<file path="src/hdl/fork_pkg.sv">
/*
 * constants for the fast first-level fork decoder: instruction field
 * positions, opcode patterns, fixed fork addresses and reset values.
 * assumes a 16-bit instruction word and an 8-bit microprogram address.
 */
`default_nettype none

package fork_pkg;

    // ------------------------------------------------------------------
    // widths
    // ------------------------------------------------------------------
    localparam int INSTR_W = 16;   // instruction word width
    localparam int ADDR_W  = 8;    // microprogram address width

    // ------------------------------------------------------------------
    // instruction field positions
    // ------------------------------------------------------------------
    localparam int DREG_LSB  = 0;  // destination register field
    localparam int DMODE_LSB = 3;  // destination mode field
    localparam int SMODE_LSB = 9;  // source mode field
    localparam int HALT_LSB  = 3;  // bits above this are zero in the halt group

    // ------------------------------------------------------------------
    // opcode patterns (instr[14:12] group, instr[11:9] sub-field)
    // ------------------------------------------------------------------
    localparam logic [2:0]  GRP_SINGLE  = 3'h0;   // single-operand group
    localparam logic [2:0]  GRP_REGMEM  = 3'h7;   // register-and-memory group
    localparam logic [2:0]  SUB_SINGLE5 = 3'h5;   // x05xDD
    localparam logic [2:0]  SUB_SINGLE6 = 3'h6;   // x06xDD
    localparam logic [2:0]  SUB_XOR     = 3'h4;   // 074RDD
    localparam logic [6:0]  OPC_JSR     = 7'h04;  // 004RDD, instr[15:9]
    localparam logic [9:0]  OPC_JMP     = 10'h001; // 0001DD, instr[15:6]
    localparam logic [9:0]  OPC_SWAB    = 10'h003; // 0003DD, instr[15:6]

    // ------------------------------------------------------------------
    // fixed fork addresses and bit positions
    // ------------------------------------------------------------------
    localparam int             BIT3_POS     = 3;     // shared fork address bit 3
    localparam logic [7:0]     ESCAPE_ADDR  = 8'h18; // octal 030
    localparam logic [7:0]     UNDEF_ADDR   = 8'h0F; // octal 017
    localparam logic [7:0]     TRAP_VECTOR  = 8'h04; // vector for undefined opcode
    localparam logic [15:0]    INSTR_RESET  = 16'h0000;
    localparam logic [7:0]     UADDR_RESET  = 8'h00;

endpackage : fork_pkg

`default_nettype wire

</file>
<file path="src/hdl/fork_class_if.sv">
/*
 * carries the dedicated instruction copy and the decoded class signals
 * between the class decoder and the fork address assembly.
 * assumes both ends run on the same machine clock.
 */
`timescale 1ns/10ps
`default_nettype none

interface fork_class_if;
    import fork_pkg::*;
    logic [INSTR_W-1:0] fastDecodeInstrCopy;  // dedicated instruction copy
    logic               haltGroup;            // opcodes 000000..000007
    logic               singleOperandClass;   // x05xDD, x06xDD, xor
    logic               regMemClass;          // mul, div, ash, ashc
    logic               twoOperandClass;      // binary instructions
    logic               jumpClass;            // jmp, jsr, swab
    logic               branchClass;          // branch instructions, BR included
    logic               sourceModeZero;       // source mode field is 0
    logic               destinationModeZero;  // destination mode field is 0

    // class decoder drives the classes from the copy
    modport decoder (input fastDecodeInstrCopy, output haltGroup, singleOperandClass,
                     regMemClass, twoOperandClass, jumpClass, branchClass,
                     sourceModeZero, destinationModeZero);
    // assembly drives the copy and reads the classes
    modport assembler (output fastDecodeInstrCopy, input haltGroup, singleOperandClass,
                       regMemClass, twoOperandClass, jumpClass, branchClass,
                       sourceModeZero, destinationModeZero);
endinterface : fork_class_if

`default_nettype wire

</file>
<file path="src/hdl/fast_fork_instruction_decoder.sv">
/*
 * fast first-level fork decoder: keeps its own copy of the instruction
 * register, forms a fork address from instruction classes, merges it into
 * the microword next-address field and holds the microprogram address.
 * assumes the load strobe, microword fields and status inputs come from
 * logic on the same machine clock.
 */
// Behaviour
// - fork address valid one cycle after load
// - halt group sets bit 3, copies opcode
// - bits ORed, merged by bit-clear into field
// - low group excludes all other fork bits
// - low group passes destination mode bits
// - single-operand patterns raise their class signal
// - mul, div, ash, ashc enable low group
// - binary with source mode zero uses low group
// - jmp, jsr, swab reuse destination calculation
// - branch with bus request sets bit 3
// - opcodes 0..7 map to 010..017, 017 traps
// - extended class with reg7 or request goes 030
// - binary both modes zero sets bit 3 separately
// - decoder reads its own instruction copy
// - fork enable loads fork address instead
`timescale 1ns/10ps
`default_nettype none

module fast_fork_instruction_decoder
    import fork_pkg::*;
(
    // clock and reset
    input  wire logic               clock,
    input  wire logic               resetn,
    // instruction register load
    input  wire logic               loadInstr,          // copy strobe, same as main copy
    input  wire logic [INSTR_W-1:0] instrIn,            // instruction word from memory
    // status
    input  wire logic               pendingBusService,  // bus request waiting
    input  wire logic               destRegisterSeven,  // destination register is 7
    // microword
    input  wire logic               forkEnable,         // fork enable bit of this fork
    input  wire logic [ADDR_W-1:0]  nextMicroaddressField, // next-address field
    // results
    output logic      [ADDR_W-1:0]  forkAddress,        // combinational fork address
    output logic      [ADDR_W-1:0]  microAddress,       // microprogram address register
    output logic      [INSTR_W-1:0] instrCopy,          // dedicated copy, registered
    output logic                    undefinedTrap,      // registered: entered 017 by fork
    output logic      [ADDR_W-1:0]  trapVector          // vector for undefined opcode
);

    // ------------------------------------------------------------------
    // dedicated instruction copy
    // ------------------------------------------------------------------
    fork_class_if cls ();                    // copy and classes
    logic [INSTR_W-1:0] fastDecodeInstrCopy_q;  // copy register

    // loads together with the main copy; only this fork reads it
    always_ff @(posedge clock or negedge resetn) begin
        if (!resetn) begin
            fastDecodeInstrCopy_q <= INSTR_RESET;
        end else if (loadInstr) begin
            fastDecodeInstrCopy_q <= instrIn;
        end
    end

    assign cls.fastDecodeInstrCopy = fastDecodeInstrCopy_q;
    assign instrCopy               = fastDecodeInstrCopy_q;

    // class recognition kept one level deep for speed
    fork_class_decode classDecode (
        .cls (cls.decoder)
    );

    // ------------------------------------------------------------------
    // per-class fork signals
    // ------------------------------------------------------------------
    logic [2:0] destMode;          // destination mode bits of the copy
    logic [2:0] opLow;             // low three opcode bits
    logic       escapeBusy;        // reg7 or bus request
    logic       bothModesZero;     // binary with both modes zero
    logic       extendedClass;     // instructions that may escape to 030
    logic       escapeFork;        // go to 030
    logic       lowGroupEnable;    // destination-mode group enable
    logic [2:0] forkLowGroup;      // low address group output
    logic       forkBit3Signal;    // halt, branch and escape bit 3
    logic       forkAltBit3Signal; // binary both-modes-zero bit 3
    logic       branchBusBit3;     // branch with request

    assign destMode      = fastDecodeInstrCopy_q[DMODE_LSB+:3];
    assign opLow         = fastDecodeInstrCopy_q[2:0];
    assign escapeBusy    = destRegisterSeven || pendingBusService;
    assign bothModesZero = cls.twoOperandClass && cls.sourceModeZero && cls.destinationModeZero;

    // extended class: single operand, binary or jmp/jsr/swab with destination mode zero
    assign extendedClass = (cls.singleOperandClass || cls.twoOperandClass || cls.jumpClass)
                         && cls.destinationModeZero;

    // escape to 030, binary both-modes-zero handled separately
    assign escapeFork = extendedClass && !bothModesZero && escapeBusy;

    // low group: single operand, reg/mem, binary source mode 0, jmp/jsr/swab
    assign lowGroupEnable = (cls.singleOperandClass
                          || cls.regMemClass
                          || (cls.twoOperandClass && cls.sourceModeZero)
                          || cls.jumpClass)
                          && !escapeFork;

    // identical enables, each gate passes its own mode bit
    assign forkLowGroup = {3{lowGroupEnable}} & destMode;

    // branch during a bus request sets only bit 3 and lands on 010
    assign branchBusBit3 = cls.branchClass && pendingBusService;

    // bit 3 sources of the main signal
    assign forkBit3Signal = cls.haltGroup
                         || branchBusBit3
                         || escapeFork;

    // separate bit 3 for binary with both modes zero
    assign forkAltBit3Signal = bothModesZero && escapeBusy;

    // ------------------------------------------------------------------
    // address assembly: every bit is the OR of its sources
    // ------------------------------------------------------------------
    always_comb begin
        forkAddress = '0;
        // low bits: destination mode group or halt group opcode
        forkAddress[2:0] = forkLowGroup | ({3{cls.haltGroup}} & opLow);
        // bit 3
        forkAddress[BIT3_POS] = forkBit3Signal || forkAltBit3Signal;
        // bit 4 only for the escape address
        forkAddress[4] = escapeFork;
    end

    // ------------------------------------------------------------------
    // merge with the microword and the address register
    // ------------------------------------------------------------------
    logic [ADDR_W-1:0] microAddr_d;  // next microprogram address
    logic [ADDR_W-1:0] microAddr_q;  // microprogram address register

    // bit-clear: enabled fork clears the field, then its own bits stand
    assign microAddr_d = (nextMicroaddressField & ~{ADDR_W{forkEnable}})
                       | (forkAddress & {ADDR_W{forkEnable}});

    // captured on the next machine clock edge
    always_ff @(posedge clock or negedge resetn) begin
        if (!resetn) begin
            microAddr_q <= UADDR_RESET;
        end else begin
            microAddr_q <= microAddr_d;
        end
    end

    assign microAddress = microAddr_q;

    // ------------------------------------------------------------------
    // undefined opcode 000007
    // ------------------------------------------------------------------
    logic undefTrap_q;  // set when the fork sends the undefined opcode to 017

    // flags the trap cycle so the trap sequence can fetch the vector
    always_ff @(posedge clock or negedge resetn) begin
        if (!resetn) begin
            undefTrap_q <= 1'b0;
        end else begin
            undefTrap_q <= forkEnable && cls.haltGroup && (opLow == 3'h7);
        end
    end

    assign undefinedTrap = undefTrap_q;
    assign trapVector    = TRAP_VECTOR;

    // ------------------------------------------------------------------
    // checks
    // ------------------------------------------------------------------
    haltGroup_a: assert property (@(posedge clock) disable iff (!resetn)
        (fastDecodeInstrCopy_q[15:3] == 13'h0000) |-> (forkAddress == {5'h01, opLow}))
        else $error("halt group address wrong");

    undefAddr_a: assert property (@(posedge clock) disable iff (!resetn)
        (forkEnable && fastDecodeInstrCopy_q == 16'h0007) |=> (microAddr_q == UNDEF_ADDR && undefTrap_q))
        else $error("undefined opcode not sent to 017 with trap");

    lowGroupQuiet_a: assert property (@(posedge clock) disable iff (!resetn)
        (forkLowGroup != 3'h0) |-> (forkAddress[7:3] == 5'h00))
        else $error("other fork bits with low group");

    singleOperand_a: assert property (@(posedge clock) disable iff (!resetn)
        (!fastDecodeInstrCopy_q[14] && !fastDecodeInstrCopy_q[13] && !fastDecodeInstrCopy_q[12]
         && fastDecodeInstrCopy_q[11:9] == 3'h5 && !cls.destinationModeZero)
        |-> (forkAddress == {5'h00, destMode}))
        else $error("single operand not on low group");

    branchBus_a: assert property (@(posedge clock) disable iff (!resetn)
        (cls.branchClass && pendingBusService) |-> forkAddress[BIT3_POS])
        else $error("branch with request lacks bit 3");

    escape_a: assert property (@(posedge clock) disable iff (!resetn)
        (cls.singleOperandClass && cls.destinationModeZero && destRegisterSeven) |-> (forkAddress == ESCAPE_ADDR))
        else $error("escape address not 030");

    altBit3_a: assert property (@(posedge clock) disable iff (!resetn)
        (bothModesZero && pendingBusService) |-> (forkAddress == 8'h08))
        else $error("binary both modes zero lacks bit 3");

    copyLoad_a: assert property (@(posedge clock) disable iff (!resetn)
        loadInstr |=> (fastDecodeInstrCopy_q == $past(instrIn)))
        else $error("instruction copy not loaded");

    forkLoad_a: assert property (@(posedge clock) disable iff (!resetn)
        forkEnable |=> (microAddr_q == $past(forkAddress)))
        else $error("fork address not loaded");

    fieldLoad_a: assert property (@(posedge clock) disable iff (!resetn)
        !forkEnable |=> (microAddr_q == $past(nextMicroaddressField)))
        else $error("field not loaded without fork");

    loadToFork_a: assert property (@(posedge clock) disable iff (!resetn)
        (loadInstr && instrIn == 16'h0005) ##1 forkEnable |=> (microAddr_q == 8'h0D))
        else $error("fork not ready one cycle after load");

endmodule : fast_fork_instruction_decoder

`default_nettype wire

</file>
<file path="src/hdl/fork_class_decode.sv">
/*
 * shallow instruction class recognition for the fast fork.
 * assumes the instruction copy on the interface is a register output.
 */
`timescale 1ns/10ps
`default_nettype none

module fork_class_decode
    import fork_pkg::*;
(
    // class signals
    fork_class_if.decoder cls
);

    // ------------------------------------------------------------------
    // field views
    // ------------------------------------------------------------------
    logic [INSTR_W-1:0] ir;   // local name for the copy
    logic [2:0]         grp;  // instr[14:12]
    logic [2:0]         sub;  // instr[11:9]

    assign ir  = cls.fastDecodeInstrCopy;
    assign grp = ir[14:12];
    assign sub = ir[11:9];

    // ------------------------------------------------------------------
    // class recognition, one gate level each
    // ------------------------------------------------------------------
    // halt .. rtt group: all but the low three bits zero
    assign cls.haltGroup = (ir[INSTR_W-1:HALT_LSB] == '0);

    // single operand x05xDD, x06xDD, plus xor
    assign cls.singleOperandClass = ((grp == GRP_SINGLE) && (sub == SUB_SINGLE5 || sub == SUB_SINGLE6))
                                  || (!ir[15] && grp == GRP_REGMEM && sub == SUB_XOR);

    // mul, div, ash, ashc: 070..073
    assign cls.regMemClass = !ir[15] && (grp == GRP_REGMEM) && !ir[11];

    // binary: groups 1..6, either width
    assign cls.twoOperandClass = (grp != GRP_SINGLE) && (grp != GRP_REGMEM);

    // jmp, jsr, swab share the single-operand address calculation
    assign cls.jumpClass = (ir[15:6] == OPC_JMP) || (ir[15:6] == OPC_SWAB) || (ir[15:9] == OPC_JSR);

    // branches: 0004xx..0034xx and 1000xx..1034xx
    assign cls.branchClass = (ir[14:11] == 4'h0) && (ir[15] || (ir[10:8] != 3'h0));

    // mode fields
    assign cls.sourceModeZero      = (ir[SMODE_LSB+:3] == 3'h0);
    assign cls.destinationModeZero = (ir[DMODE_LSB+:3] == 3'h0);

endmodule : fork_class_decode

`default_nettype wire

</file>
<file path="config.mk">
export PLATFORM = sky130hd
export DESIGN_NAME = fast_fork_instruction_decoder
export DESIGN_NICKNAME = d
export VERILOG_FILES = /design/src/hdl/fork_pkg.sv /design/src/hdl/fork_class_if.sv /design/src/hdl/fast_fork_instruction_decoder.sv /design/src/hdl/fork_class_decode.sv
export SDC_FILE = /design/constraint.sdc
export NUM_CORES = 1
export LEC_CHECK = 0
export ABC_CLOCK_PERIOD_IN_PS = 2650
export BUFFER_PORTS_ARGS = -buffer_cell sky130_fd_sc_hd__clkbuf_2
export CAP_MARGIN = 10
export CORE_MARGIN = 4
export CORE_UTILIZATION = 45
export CTS_BUF_LIST = sky130_fd_sc_hd__clkbuf_4 sky130_fd_sc_hd__clkbuf_8
export CTS_CLUSTER_SIZE = 40
export DETAILED_ROUTE_END_ITERATION = 7
export HOLD_SLACK_MARGIN = 0.1
export PLACE_DENSITY = 0.78
export SYNTH_ARGS = -nofsm -noshare
export SYNTH_HDL_FRONTEND = slang
export SYNTH_HIERARCHICAL = 1
export SYNTH_SLANG_ARGS = --single-unit
</file>
<file path="constraint.sdc">
create_clock -name clock -period 2.65 [get_ports clock]
set_clock_uncertainty 0.1 [all_clocks]
set_input_delay 0.265 -clock clock [delete_from_list [all_inputs] [get_ports clock]]
set_output_delay 0.265 -clock clock [all_outputs]
set_load 0.02 [all_outputs]
</file>
Yosys cells after proc, flatten, opt, wreduce, memory -nomap -nowiden
Index checks and enable logic that the tools add are counted.
{"block": "classes", "reduce_logical": 41, "n_div": 0, "n_bitwise": 7, "eq_ne": 9, "muxes": 0, "n_addsub": 0, "shift": 0, "mul": 0, "magnitude_cmp": 0}
{"op": "logical AND 1 bit", "count": 16}
{"op": "equality test 3 bit, second input constant", "count": 5}
{"op": "logical OR 1 bit", "count": 14}
{"op": "logical NOT 13 bit", "count": 1}
{"op": "equality test 10 x 1 -> 1 bit, second input constant", "count": 1}
{"op": "equality test 10 x 2 -> 1 bit, second input constant", "count": 1}
{"op": "logical NOT 3 bit", "count": 3}
{"op": "AND 5 x 8 -> 8 bit", "count": 1}
{"op": "AND 8 bit", "count": 1}
{"op": "NOT 8 bit", "count": 1}
{"op": "bitwise OR 8 bit", "count": 1}
{"op": "equality test 7 x 3 -> 1 bit, second input constant", "count": 1}
{"op": "AND 3 bit", "count": 2}
{"op": "nonzero test 3 bit", "count": 2}
{"op": "logical NOT 1 bit", "count": 4}
{"op": "logical NOT 4 bit", "count": 1}
{"op": "inequality test 3 bit, second input constant", "count": 1}
{"op": "bitwise OR 3 bit", "count": 1}
{"block": "word_totals", "latch_bits": 0, "input_bits": 30, "register_bits": 25, "mem_count": 0, "ram_bits": 0, "elab_cells": 60, "romBits": 0}

Longest topological paths before layout
{"block": "depth", "ltp_word": 15, "ltp_mapped": 7, "depth_no_buf": 6}

Cells and area by module
Netlist, hierarchy kept.
{"module": "fast_fork_instruction_decoder", "seq_area_each_um2": 625.6, "area_each_um2": 1142.3, "cells_per_inst": 91, "instances": 1}
{"module": "fork_class_decode", "seq_area_each_um2": 0.0, "area_each_um2": 138.9, "cells_per_inst": 21, "instances": 1}

Least setup slack after synthesis
OpenSTA, ideal clock, no wires.
{"block": "synth_timing", "kind": "register to output", "from": "register fastDecodeInstrCopy_q[12] (netlist: instrCopy[12])", "to": "output port forkAddress[0]", "required_ps": 2285, "setup_slack_ps": 320, "path_buffers": 1, "path_stages_with_launch": 7, "arrival_time_ps": 1965, "path_cell_list": "dfrtp_1 > or3_1 > buf_6 > and2_2 > nor3_4 > o32ai_2 > a31oi_1"}
{"item": "start: declaration", "line_no": "fast_fork_instruction_decoder.sv:54", "text": "logic [INSTR_W-1:0] fastDecodeInstrCopy_q;"}
{"item": "start signal: assignment", "line_no": "fast_fork_instruction_decoder.sv:61", "text": "fastDecodeInstrCopy_q <= instrIn;"}
{"item": "inequality test 3 bit or nonzero test 3 bit (tied branches)", "line_no": "fork_class_decode.sv:40", "text": "assign cls.twoOperandClass = (grp != GRP_SINGLE) && (grp != GRP_REGMEM);"}
{"item": "logical AND 1 bit (*)", "line_no": "fork_class_decode.sv:40"}
{"item": "via cls.twoOperandClass", "line_no": "fork_class_if.sv:15", "text": "logic twoOperandClass;"}
{"item": "logical OR 1 bit or logical AND 1 bit (tied branches)", "line_no": "fast_fork_instruction_decoder.sv:94, fast_fork_instruction_decoder.sv:91, fast_fork_instruction_decoder.sv:103"}
{"item": "logical OR 1 bit or logical AND 1 bit (tied branches)", "line_no": "fast_fork_instruction_decoder.sv:94, fast_fork_instruction_decoder.sv:91"}
{"item": "logical AND 1 bit or logical NOT 1 bit (tied branches)", "line_no": "fast_fork_instruction_decoder.sv:95, fast_fork_instruction_decoder.sv:98"}
{"item": "logical AND 1 bit (2 in a row)", "line_no": "fast_fork_instruction_decoder.sv:98", "text": "assign escapeFork = extendedClass && !bothModesZero && escapeBusy;"}
{"item": "logical NOT 1 bit", "line_no": "fast_fork_instruction_decoder.sv:105", "text": "&& !escapeFork;"}
{"item": "logical AND 1 bit (*)", "line_no": "fast_fork_instruction_decoder.sv:105"}
{"item": "AND 3 bit (*)", "line_no": "fast_fork_instruction_decoder.sv:108", "text": "assign forkLowGroup = {3{lowGroupEnable}} & destMode;"}
{"item": "bitwise OR 3 bit (*)", "line_no": "fast_fork_instruction_decoder.sv:127", "text": "forkAddress[2:0] = forkLowGroup | ({3{cls.haltGroup}} & opLow);"}
{"item": "end: declaration", "line_no": "fast_fork_instruction_decoder.sv:43", "text": "output logic [ADDR_W-1:0] forkAddress,"}
Mark *: on every way through the listed nets, which the timed path passes. The rest lies on a longest branch.

Worst setup path after layout
{"block": "layout_timing", "from": "register fastDecodeInstrCopy_q[12] (netlist: instrCopy[12])", "to": "output port forkAddress[1]"}
{"block": "layout_between", "elab_chain_len": 13}
{"item": "equality test 3 bit", "line_no": "fork_class_decode.sv:34", "text": "|| (!ir[15] && grp == GRP_REGMEM && sub == SUB_XOR);"}
{"item": "logical AND 1 bit (2 in a row)", "line_no": "fork_class_decode.sv:34"}
{"item": "logical OR 1 bit (*)", "line_no": "fork_class_decode.sv:34"}
{"item": "via cls.singleOperandClass", "line_no": "fork_class_if.sv:13", "text": "logic singleOperandClass;"}
{"item": "logical OR 1 bit (2 in a row)", "line_no": "fast_fork_instruction_decoder.sv:94", "text": "assign extendedClass = (cls.singleOperandClass || cls.twoOperandClass || cls.jumpClass)"}
{"item": "logical AND 1 bit", "line_no": "fast_fork_instruction_decoder.sv:95", "text": "&& cls.destinationModeZero;"}
{"item": "logical AND 1 bit (2 in a row)", "line_no": "fast_fork_instruction_decoder.sv:98"}
{"item": "logical NOT 1 bit", "line_no": "fast_fork_instruction_decoder.sv:105"}
{"item": "logical AND 1 bit (*)", "line_no": "fast_fork_instruction_decoder.sv:105"}
{"item": "AND 3 bit (*)", "line_no": "fast_fork_instruction_decoder.sv:108"}
{"item": "bitwise OR 3 bit (*)", "line_no": "fast_fork_instruction_decoder.sv:127"}
Marks and branches as above.

==> summary.txt <==
Yosys
  • Compound-Gate Fraction of Synth Area: 9.96%
  • Synth warn: 6
  • Top cells by area, synth: dfrtp_1 49%, mux2_2 16%, buf_4 7.0%
  • Post-Syn Instances: 112
  • Adder-cell area share of the yosys netlist: 0%
  • Synth Area per Inst: 11.4 um2
  • Asr flop ratio synth: 100%
  • Most common library cells after synthesis: 25 x dfrtp_1, 18 x mux2_2, 12 x buf_4, 8 x nor2_1, 6 x nor3_1
  • Main combinational cell family by area after synthesis: multiplexers
  • Most area-hungry cell type in the Yosys netlist: dfrtp_1
  • Mux contribution to synthesized area: 15.8%
  • Xor and xnor area share after synthesis: 0%
  • Yosys cell types: 27
  • Synthesized cell area: 1280 um2
  • Sequential element share of the synthesized area: 48.8%
  • Synth Register Bits: 25
  • Yosys top cell area share: 48.8%
  • Top FF cell, synth: dfrtp_1
  • Count leader, synth: dfrtp_1
  • Post-Synth Simple-Gate Area: 15.2%
  • EDFF count, synth: 0

Placed design
  • Place WS: 284 ps
  • Placed Instances: about 200
  • Hpwl dp: 2.27 mm
  • RD Place Congestion: 0.883
  • Buffers added on ports: between 50 and 60

Pwr
  • Peak VDD IR: 0.441 mV
  • Int Pwr: around 600 uW
  • Sw Share: 32.3%
  • Comb power frac: 29.6%
  • Total power: 890 uW
  • Clock share of power: between 10% and 20%
  • Lkg Pwr: 0.000881 uW
  • Sequential share of power: 50.8%
  • Switch Pwr: around 290 uW
  • Cell area power density: 492 nW/um2

Route
  • Final wirelength: between 3 and 4 mm
  • Routed wire per std cell: approximately 14 um
  • Residual DRC: 0
  • Vias: 1129
  • Vias per inst: 5.09
  • Final antenna-violating net count: 0
  • Starting DRC count in detailed routing: 25
  • Pre-antenna DRT Iters: 4

STA
  • Final Hold Viols: 0
  • Worst-case hold slack: ~190 ps
  • Relative slew slack: around three fifths
  • Fmax: 0.383 GHz
  • RSZ-0062 raised after global routing: true
  • Worst-margin pin slew: 624 ps
  • Endpoints failing setup: 0
  • Max Slew Vio Count: 0
  • Setup ws final: 41.3 ps
  • Fin Setup TNS: 0 ps
  • Fin crit period: approximately 2600 ps
  • Tcrit/Tclk final: 98.4%

Clock tree
  • Clock sink total: 25
  • Clock Tree Root: clkbuf_4
  • CTS Buf Count: 3
  • CTS HTree Levels: 1
  • Clock Latency Late Sink: around 310 ps
  • TritonCTS clock tree: yes
  • CTS clk-pin slew, worst paths: about 130 ps
  • Clock tree buffer depth: 2

Critical path
  • Crit path max fanout: 6
  • CP Data Arrival Time: 2240 ps
  • Req. time, crit path: 2290 ps
  • CP startpoint kind: register
  • CP Class: reg -> out
  • Crit path capture type: output pin

Global route
  • Largest net degree at the start of global routing: 26
  • Global-route wire length before repair: 4.77 mm
  • Overall Global Routing Usage: 17.1%
  • Antenna violations before repair: 0
  • Vias in the first global route: 1072
  • GR Overflow Total: 0

Job
  • Max Cap Viol: 0

Floorplanning
  • Initial core utilization: 46.9%
  • Die Area: 3770 um2
  • # rows: 19
  • Core Box Area: 2730 um2
  • Die Wd: 61.4 um
  • Ports: 71
  • Die height: 61.4 um

Cells and area
  • Fraction of layout cells with a size suffix above 1: 46.6%
  • Final net count: 222
  • Ant. Diodes: 0
  • Filler cells: around 230
  • Synthesis-to-finish area growth: 41.3%
  • Non-Filler Instances: 222

Worst hold path
  • Hold Path Class: in -> reg

Outcome
  • Status: finished clean
[kinds of logic (layout without fill, tap and decap cells)]
kind of cell / Yosys count / count (layout)
AOI/OAI and AO/OA: 18 / 18
buffers and inverters: 16 / 86
DFF: 25 / 25
muxes: 18 / 18
other: 2 / 11
and+or+nand+nor: 33 / 33
[cells in the final DEF, fill, tap and decap left out]
| cell | instances |
|---|---|
| a21o_1 | 3 |
| a21oi_1 | 4 |
| a31oi_1 | 3 |
| a41oi_1 | 3 |
| and2_2 | 1 |
| and3_1 | 1 |
| and4_1 | 1 |
| buf_2 | 1 |
| buf_4 | 3 |
| clkbuf_2 | 56 |
| clkbuf_4 | 4 |
| conb_1 | 11 |
| dfrtp_1 | 25 |
| dlygate4sd3_1 | 22 |
| mux2_2 | 18 |
| nand2_1 | 4 |
| nand3_1 | 2 |
| nand4b_1 | 1 |
| nor2_1 | 8 |
| nor2b_1 | 4 |
| nor3_1 | 5 |
| nor3_2 | 1 |
| nor3_4 | 1 |
| nor3b_2 | 2 |
| nor4_1 | 1 |
| o21ai_0 | 1 |
| o21ai_1 | 2 |
| o31a_1 | 1 |
| o32ai_4 | 1 |
| or3_4 | 1 |
[routing by layer]
layer | vias to the layer above | routed length (um) | share of wire, % | GRT usage (%)
met1 | 535 | 1220 | 39 | 20.1
li1 | 540 | - | - | -
met5 | - | 0 | 0 | 0
met2 | 48 | 1620 | 52 | 30.5
met4 | 0 | 53 | 1.7 | 4.55
met3 | 6 | 211 | 6.8 | 4.82
[repair_timing]
action                                 in CTS  in global routing
pin swaps                                   1                  5
endpoints found under the hold margin      46                  0
gates resized for setup                     2                  6
setup buffers                               0                  1
hold buffers                               22                  0
setup endpoints to repair                   4                  5
[sequential cells by signal, summed over array words and instances (netlist names)]
signal,flops
undefinedTrap,1
instrCopy,16
microAddress,8
[cell type report]
class / count / area [um2] / area share (%)
multi-input cells: 80 / 588 / 32.5
well taps: 31 / 38.8 / 2.14
repair buffers: 82 / 528 / 29.2
flip-flops and latches: 25 / 626 / 34.6
clock buffers: 4 / 30.0 / 1.66
[worst max-delay path, stage by stage, from the launching register on]
cell and delay (ps):
dfrtp_1 440, or3_4 440, nor3b_2 190, o31a_1 280, nor3_4 90, o32ai_4 180
a31oi_1 140, buf_4 180
[path summary, 6_finish.rpt]
path | from | endpoint | slack, ps | cells past startpoint
worst max-delay path | instrCopy[12] | forkAddress[1] | 40 | 7
worst max register to register | instrCopy[12] | microAddress[1] | 610 | 6
max in group asynchronous | resetn | instrCopy[5] | 1660 | 2
min in group asynchronous | resetn | microAddress[6] | 380 | 2
worst min-delay path | nextMicroaddressField[2] | microAddress[2] | 190 | 4
worst min register to register | instrCopy[7] | instrCopy[7] | 460 | 1
[power groups by stage]
| stage | sequential (uW) | clock, uW | combinational [uW] |
|---|---|---|---|
| global route | 458 | 194 | 284 |
| CTS | 452 | 182 | 260 |
| finish | 452 | 174 | 264 |
| global placement | 456 | 0 | 224 |
| floorplan | 497 | 0 | 119 |
| detailed placement | 459 | 0 | 230 |
[metrics by stage]
step | utilization [%] | area, um2
finish | 66.2 | 1810
global route | 66.2 | 1810
CTS | 65.6 | 1790
detailed placement | 55.8 | 1530
global placement | 55.8 | 1530
floorplan | - | 1320
(Power assumes the default switching activity.)
